**config.mk**
```make
export PLATFORM = sky130hd
export DESIGN_NAME = hafr_framer
export DESIGN_NICKNAME = d
export VERILOG_FILES = /design/src/hafr_pkg.sv /design/src/hafr_fifo.sv /design/src/hafr_framer.sv
export SDC_FILE = /design/constraint.sdc
export NUM_CORES = 1
export LEC_CHECK = 0
export BUFFER_PORTS_ARGS = -buffer_cell sky130_fd_sc_hd__buf_2
export CAP_MARGIN = 20
export CORE_MARGIN = 5
export CORE_UTILIZATION = 36
export CTS_CLUSTER_DIAMETER = 200
export DETAILED_ROUTE_END_ITERATION = 16
export HOLD_SLACK_MARGIN = 0.08
export PLACE_DENSITY = 0.55
export SLEW_MARGIN = 10
export SYNTH_ARGS = -nofsm -noshare
export SYNTH_HDL_FRONTEND = slang
export SYNTH_SLANG_ARGS = --single-unit
export TNS_END_PERCENT = 1
```
**constraint.sdc**
```tcl
create_clock -name ref_clk_i -period 18.9 [get_ports ref_clk_i]
set_input_delay 1.89 -clock ref_clk_i [delete_from_list [all_inputs] [get_ports ref_clk_i]]
set_output_delay 1.89 -clock ref_clk_i [all_outputs]
set_load 0.01 [all_outputs]
```
**src/hafr_pkg.sv**
```systemverilog
/*
  Shared constants and types for the host response framer: frame codes,
  byte offsets, status codes, lengths, request and state carriers.
  Assumes a byte-wide serial transmitter downstream and one clock domain.
*/
package hafr_pkg;

  // ==========================================================
  // Frame codes
  localparam logic [7:0] DELIM = 8'h7E;
  localparam logic [7:0] TYPE_RX = 8'h80;
  localparam logic [7:0] TYPE_RMT = 8'h87;
  localparam logic [7:0] TYPE_LOC = 8'h88;
  localparam logic [7:0] ZERO_BYTE = 8'h00;

  // ==========================================================
  // Byte offsets within a frame
  localparam logic [4:0] OFF_LEN_HI = 5'h01;
  localparam logic [4:0] OFF_LEN_LO = 5'h02;
  localparam logic [4:0] OFF_TYPE = 5'h03;
  localparam logic [4:0] OFF_FID = 5'h04;
  localparam logic [4:0] RX_ADDR = 5'h04;
  localparam logic [4:0] RX_IP = 5'h08;
  localparam logic [4:0] RX_MARGIN = 5'h0C;
  localparam logic [4:0] RX_OPT = 5'h0D;
  localparam logic [4:0] RX_LAST = 5'h0D;
  localparam logic [4:0] RMT_ADDR = 5'h05;
  localparam logic [4:0] RMT_IP = 5'h09;
  localparam logic [4:0] RMT_CMD_HI = 5'h0D;
  localparam logic [4:0] RMT_CMD_LO = 5'h0E;
  localparam logic [4:0] RMT_STAT = 5'h0F;
  localparam logic [4:0] RMT_LAST = 5'h0F;
  localparam logic [4:0] LOC_CMD_HI = 5'h05;
  localparam logic [4:0] LOC_CMD_LO = 5'h06;
  localparam logic [4:0] LOC_STAT = 5'h07;
  localparam logic [4:0] LOC_LAST = 5'h07;

  // ==========================================================
  // Lengths: fixed bytes from frame type to last header byte, and the payload maximum
  localparam logic [15:0] RX_FIXED = 16'h000B;
  localparam logic [15:0] RMT_FIXED = 16'h000D;
  localparam logic [15:0] LOC_FIXED = 16'h0005;
  localparam logic [10:0] PAY_MAX = 11'h570;

  // ==========================================================
  // Status codes
  localparam logic [7:0] ST_OK = 8'h00;
  localparam logic [7:0] ST_ERR = 8'h01;
  localparam logic [7:0] ST_BADCMD = 8'h02;
  localparam logic [7:0] ST_BADPARAM = 8'h03;
  localparam logic [7:0] ST_TXFAIL = 8'h04;

  // ==========================================================
  // Buffer shape
  localparam int unsigned BYTE_W = 8;
  localparam int unsigned FIFO_DEPTH = 8;

  // ==========================================================
  // Types
  typedef enum logic [1:0] {
    KIND_RX = 2'h0,
    KIND_RMT = 2'h1,
    KIND_LOC = 2'h2
  } hafr_kind_e;

  typedef enum logic [3:0] {
    ST_IDLE = 4'h1,
    ST_HEAD = 4'h2,
    ST_BODY = 4'h4,
    ST_SUM = 4'h8
  } hafr_state_e;

  typedef struct packed {
    hafr_kind_e kind;
    logic [7:0] frame_id;
    logic [31:0] ip;
    logic [7:0] margin;
    logic [7:0] options;
    logic [15:0] cmd;
    logic [7:0] status;
    logic has_param;
    logic [10:0] plen;
  } hafr_req_s;

  typedef struct packed {
    hafr_state_e state;
    logic [4:0] idx;
    logic [10:0] remain;
    logic [15:0] len;
    logic [7:0] sum;
    logic [7:0] tx_data;
    logic tx_valid;
    logic req_ready;
    hafr_req_s req;
  } hafr_st_s;

endpackage

```
**src/hafr_fifo.sv**
```systemverilog
/*
  Byte FIFO between the payload source and the framer.
  Assumes one clock and a reset already synchronised by the caller.
*/
`timescale 1ns/1ps
module hafr_fifo #(
  parameter int unsigned W = 8,
  parameter int unsigned D = 8
) (
  input wire logic clk_i,
  input wire logic rst_n_i,
  input wire logic in_valid_i,
  input wire logic [W-1:0] in_data_i,
  output logic in_ready_o,
  output logic out_valid_o,
  output logic [W-1:0] out_data_o,
  input wire logic out_ready_i
);

  localparam int unsigned AW = $clog2(D);

  typedef struct packed {
    logic [D-1:0][W-1:0] mem;
    logic [AW-1:0] wp;
    logic [AW-1:0] rp;
    logic [AW:0] cnt;
    logic rdy;
  } hafr_fifo_st_s;

  hafr_fifo_st_s st_reg;
  hafr_fifo_st_s st_next;
  logic push;
  logic pop;

  // ==========================================================
  // Next state
  always_comb begin
    st_next = st_reg;
    push = in_valid_i && st_reg.rdy;
    pop = out_ready_i && (st_reg.cnt != '0);
    if (push) begin
      st_next.mem[st_reg.wp] = in_data_i;
      st_next.wp = (st_reg.wp == AW'(D - 1)) ? '0 : st_reg.wp + 1'b1;
    end
    if (pop) begin
      st_next.rp = (st_reg.rp == AW'(D - 1)) ? '0 : st_reg.rp + 1'b1;
    end
    if (push && !pop) begin
      st_next.cnt = st_reg.cnt + 1'b1;
    end else if (pop && !push) begin
      st_next.cnt = st_reg.cnt - 1'b1;
    end
    // Registered so the source sees back-pressure from a flop
    st_next.rdy = (st_next.cnt != (AW + 1)'(D));
  end

  always_ff @(posedge clk_i or negedge rst_n_i) begin
    if (!rst_n_i) begin
      st_reg <= '0;
    end else begin
      st_reg <= st_next;
    end
  end

  assign in_ready_o = st_reg.rdy;
  assign out_valid_o = (st_reg.cnt != '0);
  assign out_data_o = st_reg.mem[st_reg.rp];

endmodule

```
**src/hafr_framer.sv**
```systemverilog
/*
  Host response framer: serialises receive-packet, remote response and
  local response frames into a byte stream toward the host serial port.
  Assumes the request fields are stable while req_valid_i is high and the
  payload bytes of a frame arrive in order on the payload port.
*/
// Function
// - A legacy receive-packet frame carries type code 0x80 at byte 3, kept only for old software.
// - The 64-bit address holds the 32-bit IP address in its low four bytes with zeros above.
// - The receive-packet frame puts the link margin at byte 12 and an undefined options byte at 13.
// - The receive-packet payload starts at byte 14 and is at most 1392 bytes.
// - A response to a remote command produces a frame with type code 0x87 toward the host.
// - The remote response holds the responder address at bytes 5-12 and the command at 13-14, high first.
// - The remote status byte at 15 is 0 ok, 1 error, 2 bad command, 3 bad parameter, 4 send failure.
// - The remote response carries a parameter value only when it answers a query.
// - Each local command from the host is answered by a frame with type code 0x88.
// - Some commands, such as a scan, are answered by several frames in a row.
// - The local response echoes the two command characters at bytes 5 and 6.
// - The local status byte is 0 ok, 1 error, 2 bad command, 3 bad parameter.
// - The local response carries a parameter value only when the host reads a setting.
`timescale 1ns/1ps
module hafr_framer (
  input wire logic ref_clk_i,
  input wire logic reset_n_i,
  input wire logic req_valid_i,
  input wire hafr_pkg::hafr_req_s req_i,
  output logic req_ready_o,
  input wire logic pay_valid_i,
  input wire logic [7:0] pay_data_i,
  output logic pay_ready_o,
  output logic [7:0] tx_data_o,
  output logic tx_valid_o,
  input wire logic tx_ready_i
);

  // ==========================================================
  // Reset release
  logic [1:0] rst_sync;
  logic rst_n;

  always_ff @(posedge ref_clk_i or negedge reset_n_i) begin
    if (!reset_n_i) begin
      rst_sync <= 2'h0;
    end else begin
      rst_sync <= {rst_sync[0], 1'b1};
    end
  end
  assign rst_n = rst_sync[1];

  // ==========================================================
  // Payload buffer
  logic fifo_valid;
  logic [7:0] fifo_data;
  logic fifo_pop;

  hafr_fifo #(
    .W(hafr_pkg::BYTE_W),
    .D(hafr_pkg::FIFO_DEPTH)
  ) u_fifo (
    .clk_i(ref_clk_i),
    .rst_n_i(rst_n),
    .in_valid_i(pay_valid_i),
    .in_data_i(pay_data_i),
    .in_ready_o(pay_ready_o),
    .out_valid_o(fifo_valid),
    .out_data_o(fifo_data),
    .out_ready_i(fifo_pop)
  );

  // ==========================================================
  // Header bytes
  function automatic logic [7:0] hdr_byte(input hafr_pkg::hafr_st_s s, input logic [4:0] i);
    logic [7:0] b;
    b = hafr_pkg::ZERO_BYTE;
    if (i == 5'h00) begin
      b = hafr_pkg::DELIM;
    end else if (i == hafr_pkg::OFF_LEN_HI) begin
      b = s.len[15:8];
    end else if (i == hafr_pkg::OFF_LEN_LO) begin
      b = s.len[7:0];
    end else begin
      case (s.req.kind)
        hafr_pkg::KIND_RX: begin
          if (i == hafr_pkg::OFF_TYPE) begin
            b = hafr_pkg::TYPE_RX;
          end else if (i >= hafr_pkg::RX_IP && i < hafr_pkg::RX_MARGIN) begin
            b = s.req.ip[8'(hafr_pkg::RX_MARGIN - 5'h01 - i) * 8 +: 8];
          end else if (i == hafr_pkg::RX_MARGIN) begin
            b = s.req.margin;
          end else if (i == hafr_pkg::RX_OPT) begin
            b = s.req.options;
          end
        end
        hafr_pkg::KIND_RMT: begin
          if (i == hafr_pkg::OFF_TYPE) begin
            b = hafr_pkg::TYPE_RMT;
          end else if (i == hafr_pkg::OFF_FID) begin
            b = s.req.frame_id;
          end else if (i >= hafr_pkg::RMT_IP && i < hafr_pkg::RMT_CMD_HI) begin
            b = s.req.ip[8'(hafr_pkg::RMT_CMD_HI - 5'h01 - i) * 8 +: 8];
          end else if (i == hafr_pkg::RMT_CMD_HI) begin
            b = s.req.cmd[15:8];
          end else if (i == hafr_pkg::RMT_CMD_LO) begin
            b = s.req.cmd[7:0];
          end else if (i == hafr_pkg::RMT_STAT) begin
            b = s.req.status;
          end
        end
        hafr_pkg::KIND_LOC: begin
          if (i == hafr_pkg::OFF_TYPE) begin
            b = hafr_pkg::TYPE_LOC;
          end else if (i == hafr_pkg::OFF_FID) begin
            b = s.req.frame_id;
          end else if (i == hafr_pkg::LOC_CMD_HI) begin
            b = s.req.cmd[15:8];
          end else if (i == hafr_pkg::LOC_CMD_LO) begin
            b = s.req.cmd[7:0];
          end else if (i == hafr_pkg::LOC_STAT) begin
            b = s.req.status;
          end
        end
        default: begin
          b = hafr_pkg::ZERO_BYTE;
        end
      endcase
    end
    return b;
  endfunction

  // ==========================================================
  // Framing state machine
  hafr_pkg::hafr_st_s st_reg;
  hafr_pkg::hafr_st_s st_next;
  logic slot_free;
  logic accept;
  logic [4:0] last_idx;
  logic [4:0] nidx;
  logic [7:0] nbyte;

  always_comb begin
    st_next = st_reg;
    slot_free = !st_reg.tx_valid || tx_ready_i;
    accept = req_valid_i && st_reg.req_ready;
    fifo_pop = 1'b0;
    nidx = st_reg.idx + 5'h01;
    case (st_reg.req.kind)
      hafr_pkg::KIND_RMT: last_idx = hafr_pkg::RMT_LAST;
      hafr_pkg::KIND_LOC: last_idx = hafr_pkg::LOC_LAST;
      default: last_idx = hafr_pkg::RX_LAST;
    endcase
    nbyte = hdr_byte(st_reg, nidx);
    case (st_reg.state)
      hafr_pkg::ST_IDLE: begin
        // Back-to-back requests allowed, so multi-frame answers flow
        if (accept) begin
          st_next.req = req_i;
          if (req_i.kind != hafr_pkg::KIND_RX && !req_i.has_param) begin
            st_next.req.plen = 11'h000;
          end
          // Clamp after the forced zero, so a set response never waits on payload
          if (st_next.req.plen > hafr_pkg::PAY_MAX) begin
            st_next.req.plen = hafr_pkg::PAY_MAX;
          end
          // Out-of-range codes would confuse the host; report plain error
          if (req_i.kind == hafr_pkg::KIND_RMT && req_i.status > hafr_pkg::ST_TXFAIL) begin
            st_next.req.status = hafr_pkg::ST_ERR;
          end
          if (req_i.kind == hafr_pkg::KIND_LOC && req_i.status > hafr_pkg::ST_BADPARAM) begin
            st_next.req.status = hafr_pkg::ST_ERR;
          end
          case (req_i.kind)
            hafr_pkg::KIND_RMT: st_next.len = hafr_pkg::RMT_FIXED;
            hafr_pkg::KIND_LOC: st_next.len = hafr_pkg::LOC_FIXED;
            default: st_next.len = hafr_pkg::RX_FIXED;
          endcase
          st_next.len = st_next.len + 16'(st_next.req.plen);
          st_next.remain = st_next.req.plen;
          st_next.sum = 8'h00;
          st_next.idx = 5'h00;
          st_next.tx_data = hafr_pkg::DELIM;
          st_next.tx_valid = 1'b1;
          st_next.state = hafr_pkg::ST_HEAD;
        end
      end
      hafr_pkg::ST_HEAD: begin
        if (tx_ready_i) begin
          if (st_reg.idx == last_idx) begin
            st_next.tx_valid = 1'b0;
            st_next.state = hafr_pkg::ST_BODY;
          end else begin
            st_next.idx = nidx;
            st_next.tx_data = nbyte;
            if (nidx >= hafr_pkg::OFF_TYPE) begin
              st_next.sum = st_reg.sum + nbyte;
            end
          end
        end
      end
      hafr_pkg::ST_BODY: begin
        if (slot_free) begin
          if (st_reg.remain == 11'h000) begin
            st_next.tx_data = ~st_reg.sum;
            st_next.tx_valid = 1'b1;
            st_next.state = hafr_pkg::ST_SUM;
          end else if (fifo_valid) begin
            fifo_pop = 1'b1;
            st_next.tx_data = fifo_data;
            st_next.tx_valid = 1'b1;
            st_next.sum = st_reg.sum + fifo_data;
            st_next.remain = st_reg.remain - 11'h001;
          end else begin
            st_next.tx_valid = 1'b0;
          end
        end
      end
      hafr_pkg::ST_SUM: begin
        if (tx_ready_i) begin
          st_next.tx_valid = 1'b0;
          st_next.state = hafr_pkg::ST_IDLE;
        end
      end
      default: begin
        st_next.tx_valid = 1'b0;
        st_next.state = hafr_pkg::ST_IDLE;
      end
    endcase
    st_next.req_ready = (st_next.state == hafr_pkg::ST_IDLE);
  end

  always_ff @(posedge ref_clk_i or negedge rst_n) begin
    if (!rst_n) begin
      st_reg <= '0;
      st_reg.state <= hafr_pkg::ST_IDLE;
    end else begin
      st_reg <= st_next;
    end
  end

  assign req_ready_o = st_reg.req_ready;
  assign tx_data_o = st_reg.tx_data;
  assign tx_valid_o = st_reg.tx_valid;

  logic in_head;
  assign in_head = (st_reg.state == hafr_pkg::ST_HEAD);
endmodule

```
==> results.py, run 1 <==
metrics = {
    "layout": {
        "fin_util_pct": 41.8,
        "final_cell_mix": "307 x nand2_1, 207 x dfrtp_1, 117 x buf_2",
        "nets": 1445,
        "fill_cells": 3257,
        "syn_to_final_growth_pct": 14.5,
        "largest_reg_flops": 122,
        "n_antenna_cell": 0,
        "drive_above_1_share_pct": 23.0,
        "final_common_cell": "nand2_1",
        "final-instance-count-excl-fill": 1759,
    },
    "critical_path": {
        "endpoint_kind": "register",
        "path_buf_inv": 2,
        "cp-start-kind": "register",
        "arrival_ns": 6.17,
        "cpMostUsedCell": "ha_1",
        "critPathKind": "register to register",
        "critPathMaxFanout": 15,
        "slowest_delay_ns": 0.73,
        "path_delay_family": "compound AO/OA/AOI/OAI gates",
        "slowest_stage": "dfrtp_1",
        "required_ns": 19.30,
        "crit_chain": "buf_4 -> ha_1 -> xor2_2 -> inv_2 -> ha_1 -> nand2_1 -> a22o_1 -> a221oi_4 -> nor3b_1 -> a211oi_1 -> o211ai_1 -> o21a_1 -> a21o_1 -> ha_1 -> a21o_1 -> a21oi_1 -> o21bai_1 -> a21oi_1 -> o21ai_0 -> nand2b_1 -> mux2_4 -> o311ai_1",
    },
    "clocking": {
        "root_buffer": "clkbuf_16",
        "post_cts_resized": 0,
        "cts_buffer_depth": 3,
        "clkTransAtPathRegs_ns": 0.06,
        "numCtsBuffers": 25,
        "cts_tree": "built",
        "ctsHtreeMaxLevel": 1,
        "clk_latency_ns": 0.52,
        "cts_setup_buffers": 0,
        "cts_hold_buf": 0,
        "cts.sinks": 209,
    },
    "floorplanning": {
        "die_y_microns": 192,
        "row_count": 66,
        "core-area_sq_um": 32500,
        "io_pins": 118,
        "fp.dieArea_sq_um": 36700,
        "fp.dieW_microns": 192,
        "initial_core_util_pct": 36.5,
    },
    "sta": {
        "hold_viol_final": 0,
        "timing.final.crit_share_pct": 30.5,
        "max_freq_mhz": 173,
        "final.setup.tns_ns": 0,
        "skew_ns": 0.0183,
        "slew_violations": 0,
        "relSlewSlack_pct": 32.8,
        "setup_violations": 0,
        "rsz0062_at_grt": "false",
        "post-route-min-period_ns": 5.77,
        "tightest_slew_ns": 1.00,
    },
    "synthesis": {
        "synth_top_area_share_pct": 43.8,
        "syn_inst": 1222,
        "yosysWarningCount": 0,
        "synth_fa_ha_area_share_pct": 4.32,
        "synth_enable_flop_cells": 0,
        "yosysTopAreaCell": "dfrtp_1",
        "ys_async_sr_fraction_pct": 100,
        "synth_xor_xnor_area_share_pct": 1.66,
        "syn_area_per_cell_sq_um": 9.73,
        "syn-cell-area_sq_um": 11900,
        "ys_seq_area_share_pct": 44.0,
        "netlist-cell-type-count": 87,
        "yosys-top-cells-area": "dfrtp_1 44%, nand2_1 9.7%, mux2_2 6.6%",
        "synth_seq_cells": 209,
        "synthFlopType": "dfrtp_1",
        "synthMuxAreaShare_pct": 13.8,
        "synth-simple-area-share_pct": 18.1,
        "synth_top_family_by_area": "simple AND/OR/NAND/NOR gates",
        "synth_compound_area_share_pct": 14.1,
        "synthesis.nets": 1368,
    },
    "drt": {
        "final_antenna_net_count": 0,
        "routed_wl_microns": 32900,
        "vias_per_cell": 5.24,
        "via_count": 9217,
        "drc": 0,
        "drt_iter0_markers": 750,
        "wire_per_inst_microns": 18.7,
        "firstDrtPassIters": 5,
    },
    "pwr": {
        "p_seq_share_pct": 39.5,
        "p_int_mw": 1.27,
        "power_density_nw_per_um2": 148,
        "leakagePower_nw": 6.13,
        "clock_power_share_pct": 23.6,
        "p_comb_share_pct": 36.9,
        "p_sw_mw": 0.745,
        "swShare_pct": 36.9,
        "fin_total_pwr_mw": 2.02,
        "peakVddDrop_uv": 55.1,
    },
    "run": {
        "cap_violations": 0,
    },
    "place": {
        "gp_congestion": 0.901,
        "portBuffers": 117,
        "dp_hpwl_microns": 23900,
        "dp_cells": 1713,
    },
    "global_route": {
        "gr-total-overflow": 0,
        "antenna_found_initial": 1,
        "grtUsageTotal_pct": 17.9,
        "grt_pass1_vias": 9459,
        "grt_max_degree": 85,
        "grt_pass1_wl_microns": 52700,
    },
    "hold_path": {
        "hp-class": "register to register",
    },
    "outcome": {
        "run_status": "completed",
    },
}
-- cell usage after synthesis (5+ instances only) --
cell type	instances
a211oi_1	7
a21o_1	8
a21oi_1	50
a221oi_1	6
a22o_1	19
a22oi_1	17
a31oi_1	5
and2_1	11
and3_1	9
buf_2	13
buf_4	10
clkbuf_1	53
dfrtp_1	208
ha_1	37
inv_1	30
mux2_2	70
mux2i_1	12
mux4_2	32
nand2_1	307
nand2b_1	11
nand3_1	16
nor2_1	50
nor2b_1	12
nor3_1	19
nor3b_1	7
o211ai_1	11
o21a_1	5
o21ai_0	79
xnor2_1	15
-- power by group through the flow --
stage	registers [mW]	clock network (mW)	logic [mW]
finish	0.796	0.476	0.745
global route	0.824	0.508	0.837
CTS	0.796	0.491	0.753
detailed placement	0.802	0	0.749
global placement	0.797	0	0.743
floorplan	0.741	0	0.586
-- final timing paths --
path,start,cells past startpoint,endpoint,slack [ns]
min in group asynchronous,rst_sync[1],0,st_reg[85],0.42
min,rst_sync[0],0,rst_sync[1],0.36
max in group asynchronous,rst_sync[1],3,tx_data_o[6],16.47
max reg2reg,st_reg[139],22,st_reg[111],13.13
max,st_reg[139],22,st_reg[111],13.13
min reg2reg,rst_sync[0],0,rst_sync[1],0.36
-- kinds of logic (layout without fill, tap and decap cells) --
logic type / after synthesis / in the layout
xor gates and xnor gates: 20 / 20
muxes: 115 / 115
DFF: 209 / 209
adders and majority gates: 40 / 40
other: 1 / 1
buffers and inverters: 110 / 205
and+or+nand+nor: 477 / 477
AOI/OAI and AO/OA: 250 / 250
-- layout make-up --
cell class                 count  area, sq um  share of cell area (%)
inverter                      31          116                   0.855
clock buffer                  38          714                    5.25
multi-input combinational    903         6200                    45.6
sequential                   209         5240                    38.5
clock inverter                 7         91.3                   0.671
timing repair buffer         129          696                    5.11
tap                          442          553                    4.06
-- per-stage QoR --
stage	hold slack, ns	worst slack (ns)	cell area (sq um)
6_report	0.362	13.13	13600
4_1_cts	0.359	13.08	13600
3_5_place_dp	0.346	13.10	12800
5_1_grt	0.359	12.59	13600
2_1_floorplan	0.331	12.65	11900
3_3_place_gp	0.333	13.21	12800
-- routing by layer --
| metal | wire [microns] | part of all wire, % | track usage (%) |
|---|---|---|---|
| met1 | 16100 | 49 | 26.8 |
| met3 | 1740 | 5.3 | 3.22 |
| met5 | 13 | 0.040 | 0 |
| met2 | 14600 | 44 | 27.6 |
| met4 | 412 | 1.3 | 2.73 |
Note: power is estimated with default switching activity, not from simulation.
==> run 2, diff against run 1 <==
- ABC_AREA: default -> 1
- PLACE_DENSITY: 0.55 -> 0.57
- clock period: 18.9 -> 5.2 ns (I/O delays scaled with it)
==> results.py, run 2 <==
metrics = {
    "synthesis": {
        "syn-cell-area_sq_um": 12200,
        "ys_seq_area_share_pct": 42.9,
        "syn_area_per_cell_sq_um": 7.46,
        "yosysTopAreaCell": "dfrtp_1",
        "synth_enable_flop_cells": 0,
        "syn_inst": 1633,
        "yosys-top-cells-area": "dfrtp_1 43%, nand2_1 15%, o21ai_0 8.1%",
        "synth_top_area_share_pct": 42.7,
        "yosysWarningCount": 0,
        "synth_seq_cells": 209,
        "synthFlopType": "dfrtp_1",
        "synth_common_cells": "496 x nand2_1, 208 x dfrtp_1, 197 x o21ai_0",
        "synth.most_common_cell": "nand2_1",
        "synthesis.nets": 1779,
        "ys_async_sr_fraction_pct": 100,
        "netlist-cell-type-count": 59,
    },
    "global_route": {
        "grtUsageTotal_pct": 19.1,
        "gr-total-overflow": 0,
        "grt_pass1_wl_microns": 59500,
        "grtUsageMet3_pct": 3.25,
        "grt_max_degree": 73,
        "antenna_found_initial": 1,
        "grt_pass1_vias": 10900,
        "use_met2_pct": 31.4,
        "met1_usage_pct": 26.0,
        "grt_busiest_layer": "met2",
    },
    "drt": {
        "firstDrtPassIters": 5,
        "final_antenna_net_count": 0,
        "via_count": 11000,
        "vias_per_cell": 5.03,
        "routed_wl_microns": 36600,
        "drc": 0,
        "drt_iter0_markers": 771,
        "wire_per_inst_microns": 16.7,
    },
    "floorplanning": {
        "fp.dieW_microns": 194,
        "core-area_sq_um": 33400,
        "initial_core_util_pct": 36.4,
        "fp.dieArea_sq_um": 37600,
        "row_count": 67,
        "die_y_microns": 194,
        "io_pins": 118,
    },
    "sta": {
        "hold_viol_final": 0,
        "timing.final.crit_share_pct": 89.1,
        "final.setup.tns_ns": 0,
        "setup_violations": 0,
        "final.setup.worst_slack_ns": 0.568,
        "slew_violations": 0,
        "max_freq_mhz": 216,
        "post-route-min-period_ns": 4.63,
        "skew_ns": 0.0185,
        "rsz0062_at_grt": "false",
        "relSlewSlack_pct": 32.9,
        "tightest_slew_ns": 1.00,
    },
    "layout": {
        "n_antenna_cell": 0,
        "final_common_cell": "nand2_1",
        "drive_above_1_share_pct": 14.0,
        "syn_to_final_growth_pct": 14.3,
        "largest_reg_flops": 122,
        "nets": 1873,
        "final_cell_mix": "496 x nand2_1, 207 x dfrtp_1, 197 x o21ai_0",
    },
    "critical_path": {
        "arrival_ns": 5.10,
        "slowest_stage": "dfrtp_1",
        "critPathKind": "register to register",
        "cpMostUsedCell": "nand2_1",
        "required_ns": 5.67,
        "slowest_delay_ns": 0.46,
        "cp-start-kind": "register",
        "critPathMaxFanout": 14,
        "endpoint_kind": "register",
    },
    "run": {
        "cap_violations": 0,
    },
    "pwr": {
        "clock_power_share_pct": 24.9,
        "power_density_nw_per_um2": 493,
        "p_seq_share_pct": 40.6,
        "peakVddDrop_uv": 279,
        "leakagePower_nw": 6.84,
        "p_sw_mw": 2.75,
        "p_int_mw": 4.12,
        "swShare_pct": 40.0,
        "p_comb_share_pct": 34.6,
        "fin_total_pwr_mw": 6.87,
    },
    "clocking": {
        "cts_tree": "built",
        "post_cts_resized": 0,
        "clk_latency_ns": 0.56,
        "clkTransAtPathRegs_ns": 0.06,
        "cts.sinks": 209,
        "cts_buffer_depth": 3,
        "numCtsBuffers": 25,
        "root_buffer": "clkbuf_16",
        "cts_hold_buf": 1,
        "cts_setup_buffers": 0,
        "ctsHtreeMaxLevel": 1,
    },
    "hold_path": {
        "hp-class": "input port to register",
    },
    "place": {
        "pre_cts_ws_ns": 0.661,
        "portBuffers": 117,
        "gp_congestion": 0.902,
        "dp_hpwl_microns": 26700,
    },
    "outcome": {
        "run_status": "completed",
    },
}
==> run 2: cell types whose count changed after synthesis, sizes merged, moves of 17 or more <==
cell   change
a22o      -17
mux4      -32
a21oi     +34
o22ai     +28
o21ai    +137
nand3     +85
mux2      -71
inv      +145
nand2    +204
nor2      +38
==> run 2: power groups by stage <==
stage / sequential (mW) / combinational, mW / clock [mW]
after detailed placement: 2.80 / 2.39 / 0
after global placement: 2.81 / 2.35 / 0
final: 2.79 / 2.38 / 1.71
after CTS: 2.79 / 2.40 / 1.76
after global routing: 2.87 / 2.76 / 1.83
after floorplan: 2.66 / 1.77 / 0
==> run 2: cell families after synthesis <==
| group | count (synthesis) | share of synthesized area (%) |
|---|---|---|
| buffers and inverters | 250 | 8.46 |
| AO/OA/AOI/OAI | 377 | 17.0 |
| adder cells (fa/ha/maj) | 39 | 4.13 |
| AND/OR/NAND/NOR | 743 | 26.4 |
| other | 1 | 0.0308 |
| flip-flops | 209 | 42.9 |
| XOR/XNOR | 14 | 1.01 |
==> run 2: cell type report <==
type,instances,area [sq um]
multi-input combinational,1174,5930
fill,3525,19500
inverter,183,693
clock buffer,37,741
sequential,209,5240
clock inverter,7,56.3
tap,448,561
timing repair buffer,134,716
==> run 2: stage by stage <==
step / instance area, sq um / hold slack [ns] / std cells / util [%]
after floorplan: 12200 / 0.224 / 1633 / -
after global placement: 13100 / 0.314 / 2147 / 39.2
after detailed placement: 13100 / 0.314 / 2147 / 39.2
after CTS: 13900 / 0.135 / 2192 / 41.7
after global routing: 13900 / 0.165 / 2192 / 41.7
final: 13900 / 0.165 / 2192 / 41.7
==> run 2: worst paths after layout <==
check                      depth (start not counted)          end         from  slack (ns)
max in group asynchronous                          1   st_reg[17]  rst_sync[1]        3.35
min                                                3   st_reg[49]    req_i[49]        0.16
max reg2reg                                       29  st_reg[110]  st_reg[140]        0.57
min in group asynchronous                          2  rst_sync[1]    reset_n_i        0.28
max                                               29  st_reg[110]  st_reg[140]        0.57
min reg2reg                                        0  rst_sync[1]  rst_sync[0]        0.34
==> run 2: per-layer routing <==
metal	wire (microns)	up-vias
met3	1710	67
met1	16800	5179
met2	16900	264
met4	1180	2
met5	20	-
li1	-	5520
==> run 2: critical path, delay by kind of cell (launching register included) <==
kind | cells | cell delay (ns)
and+or+nand+nor | 15 | 1.65
DFF | 1 | 0.46
xor gates and xnor gates | 1 | 0.14
buffers and inverters | 4 | 0.44
AOI/OAI and AO/OA | 5 | 0.68
adders and majority gates | 4 | 1.15
==> run 3, diff against run 2 <==
- CTS_BUF_LIST: default -> sky130_fd_sc_hd__clkbuf_2
==> results.py, run 3 (synthesis gave the netlist of run 2 again) <==
metrics = {
    "outcome": {
        "run_status": "completed",
    },
    "clocking": {
        "cts_setup_buffers": 0,
        "post_cts_resized": 0,
        "root_buffer": "clkbuf_2",
        "clkTransAtPathRegs_ns": 0.11,
        "cts_buffer_depth": 3,
        "clk_latency_ns": 0.89,
        "ctsHtreeMaxLevel": 2,
        "cts.sinks": 209,
        "cts_tree": "built",
        "numCtsBuffers": 55,
    },
    "place": {
        "portBuffers": 117,
        "dp_hpwl_microns": 26700,
        "gp_congestion": 0.902,
    },
    "global_route": {
        "grtUsageTotal_pct": 19.7,
        "grt_pass1_wl_microns": 61900,
        "gr-total-overflow": 0,
        "grt_pass1_vias": 11600,
        "grt_max_degree": 73,
        "antenna_found_initial": 2,
    },
    "sta": {
        "tightest_slew_ns": 1.01,
        "relSlewSlack_pct": 32.4,
        "setup_violations": 0,
        "final.setup.tns_ns": 0,
        "max_freq_mhz": 216,
        "timing.final.crit_share_pct": 89.2,
        "skew_ns": 0.0855,
        "hold_viol_final": 0,
        "post-route-min-period_ns": 4.64,
        "rsz0062_at_grt": "false",
        "slew_violations": 0,
    },
    "critical_path": {
        "slowest_delay_ns": 0.47,
        "critPathMaxFanout": 14,
        "endpoint_kind": "register",
        "slowest_stage": "dfrtp_1",
        "required_ns": 6.00,
        "critPathKind": "register to register",
        "cpMostUsedCell": "nand2_1",
        "arrival_ns": 5.44,
        "cp-start-kind": "register",
    },
    "floorplanning": {
        "fp.dieW_microns": 194,
        "initial_core_util_pct": 36.4,
        "row_count": 67,
        "fp.dieArea_sq_um": 37600,
        "io_pins": 118,
        "core-area_sq_um": 33400,
        "die_y_microns": 194,
    },
    "pwr": {
        "swShare_pct": 43.2,
        "p_sw_mw": 2.76,
        "fin_total_pwr_mw": 6.40,
        "p_comb_share_pct": 38.1,
        "clock_power_share_pct": 18.4,
        "leakagePower_nw": 7.23,
        "peakVddDrop_uv": 213,
        "power_density_nw_per_um2": 437,
        "p_seq_share_pct": 43.5,
        "p_int_mw": 3.64,
    },
    "hold_path": {
        "hp-class": "input port to register",
    },
    "drt": {
        "drt_iter0_markers": 777,
        "drc": 0,
        "routed_wl_microns": 37700,
        "final_antenna_net_count": 0,
        "vias_per_cell": 4.94,
        "firstDrtPassIters": 6,
        "wire_per_inst_microns": 16.1,
        "via_count": 11600,
    },
    "layout": {
        "final_common_cell": "nand2_1",
        "drive_above_1_share_pct": 15.2,
        "nets": 2002,
        "final_cell_mix": "496 x nand2_1, 207 x dfrtp_1, 197 x o21ai_0",
        "largest_reg_flops": 122,
        "syn_to_final_growth_pct": 20.0,
    },
    "run": {
        "cap_violations": 0,
    },
}
-- run 3: changes by cell type in the layout (fill, tap and decap cells not counted) --
cell	change
clkinv_1	+14
clkbuf_8	-7
clkbuf_2	+79
clkinv_2	-5
clkinv_4	+1
dlygate4sd3_1	+99
inv_16	-1
bufinv_16	+1
clkbuf_1	-5
inv_6	+1
diode_2	+2
clkbuf_16	-25
inv_8	-1
-- run 3: path summary, 6_finish.rpt --
kind	depth (start not counted)	end	slack, ns	from
worst max-delay path	29	st_reg[110]	0.56	st_reg[140]
worst min-delay path	5	st_reg[132]	0.16	req_i[4]
worst max register to register	29	st_reg[110]	0.56	st_reg[140]
worst min register to register	0	u_fifo.st_reg[74]	0.38	rst_sync[1]
max in group asynchronous	1	st_reg[19]	3.34	rst_sync[1]
min in group asynchronous	0	u_fifo.st_reg[74]	0.38	rst_sync[1]
-- run 3: cell type report --
type                       count  area (sq um)
inverter                     183           693
clock buffer                  79           395
clock inverter                17           100
tap                          448           561
sequential                   209          5240
fill                        3515         18800
timing repair buffer         233          1710
antenna                        2          5.00
multi-input combinational   1174          5930
-- run 3: per-stage QoR --
stage	utilization (%)	instance area (sq um)	setup WS, ns	hold WS (ns)	std cells
6_report	43.7	14600	0.561	0.156	2345
5_1_grt	43.7	14600	0.0469	0.154	2345
4_1_cts	43.7	14600	0.579	0.0995	2343
3_5_place_dp	39.2	13100	0.661	0.314	2147
3_3_place_gp	39.2	13100	0.749	0.314	2147
2_1_floorplan	-	12200	1.04	0.224	1633
-- run 3: timing repair --
action | CTS | global route
hold endpoints to repair | 159 | 0
setup endpoints to repair | 0 | 0
hold buffers | 100 | 0
-- run 3: routing by layer --
metal / GRT usage [%] / wire (microns) / part of all wire (%)
met1: 26.5 / 17300 / 46
met2: 32.6 / 17500 / 46
met3: 3.41 / 1740 / 4.6
met4: 6.38 / 1200 / 3.2
met5: 0 / 0 / 0
-- run 3: critical path: cells and delay by family (launching register included) --
kind                       cells  cell delay, ns
adders and majority gates      4            1.15
buffers and inverters          4            0.43
AOI/OAI and AO/OA              5            0.68
DFF                            1            0.47
and+or+nand+nor               15            1.68
xor gates and xnor gates       1            0.14
-- run 3: power groups by stage --
stage	logic, mW	registers, mW	clock network (mW)
3_5_place_dp	2.39	2.80	0
3_3_place_gp	2.35	2.81	0
2_1_floorplan	1.77	2.66	0
6_report	2.44	2.78	1.18
5_1_grt	2.82	2.86	1.32
4_1_cts	2.46	2.78	1.22
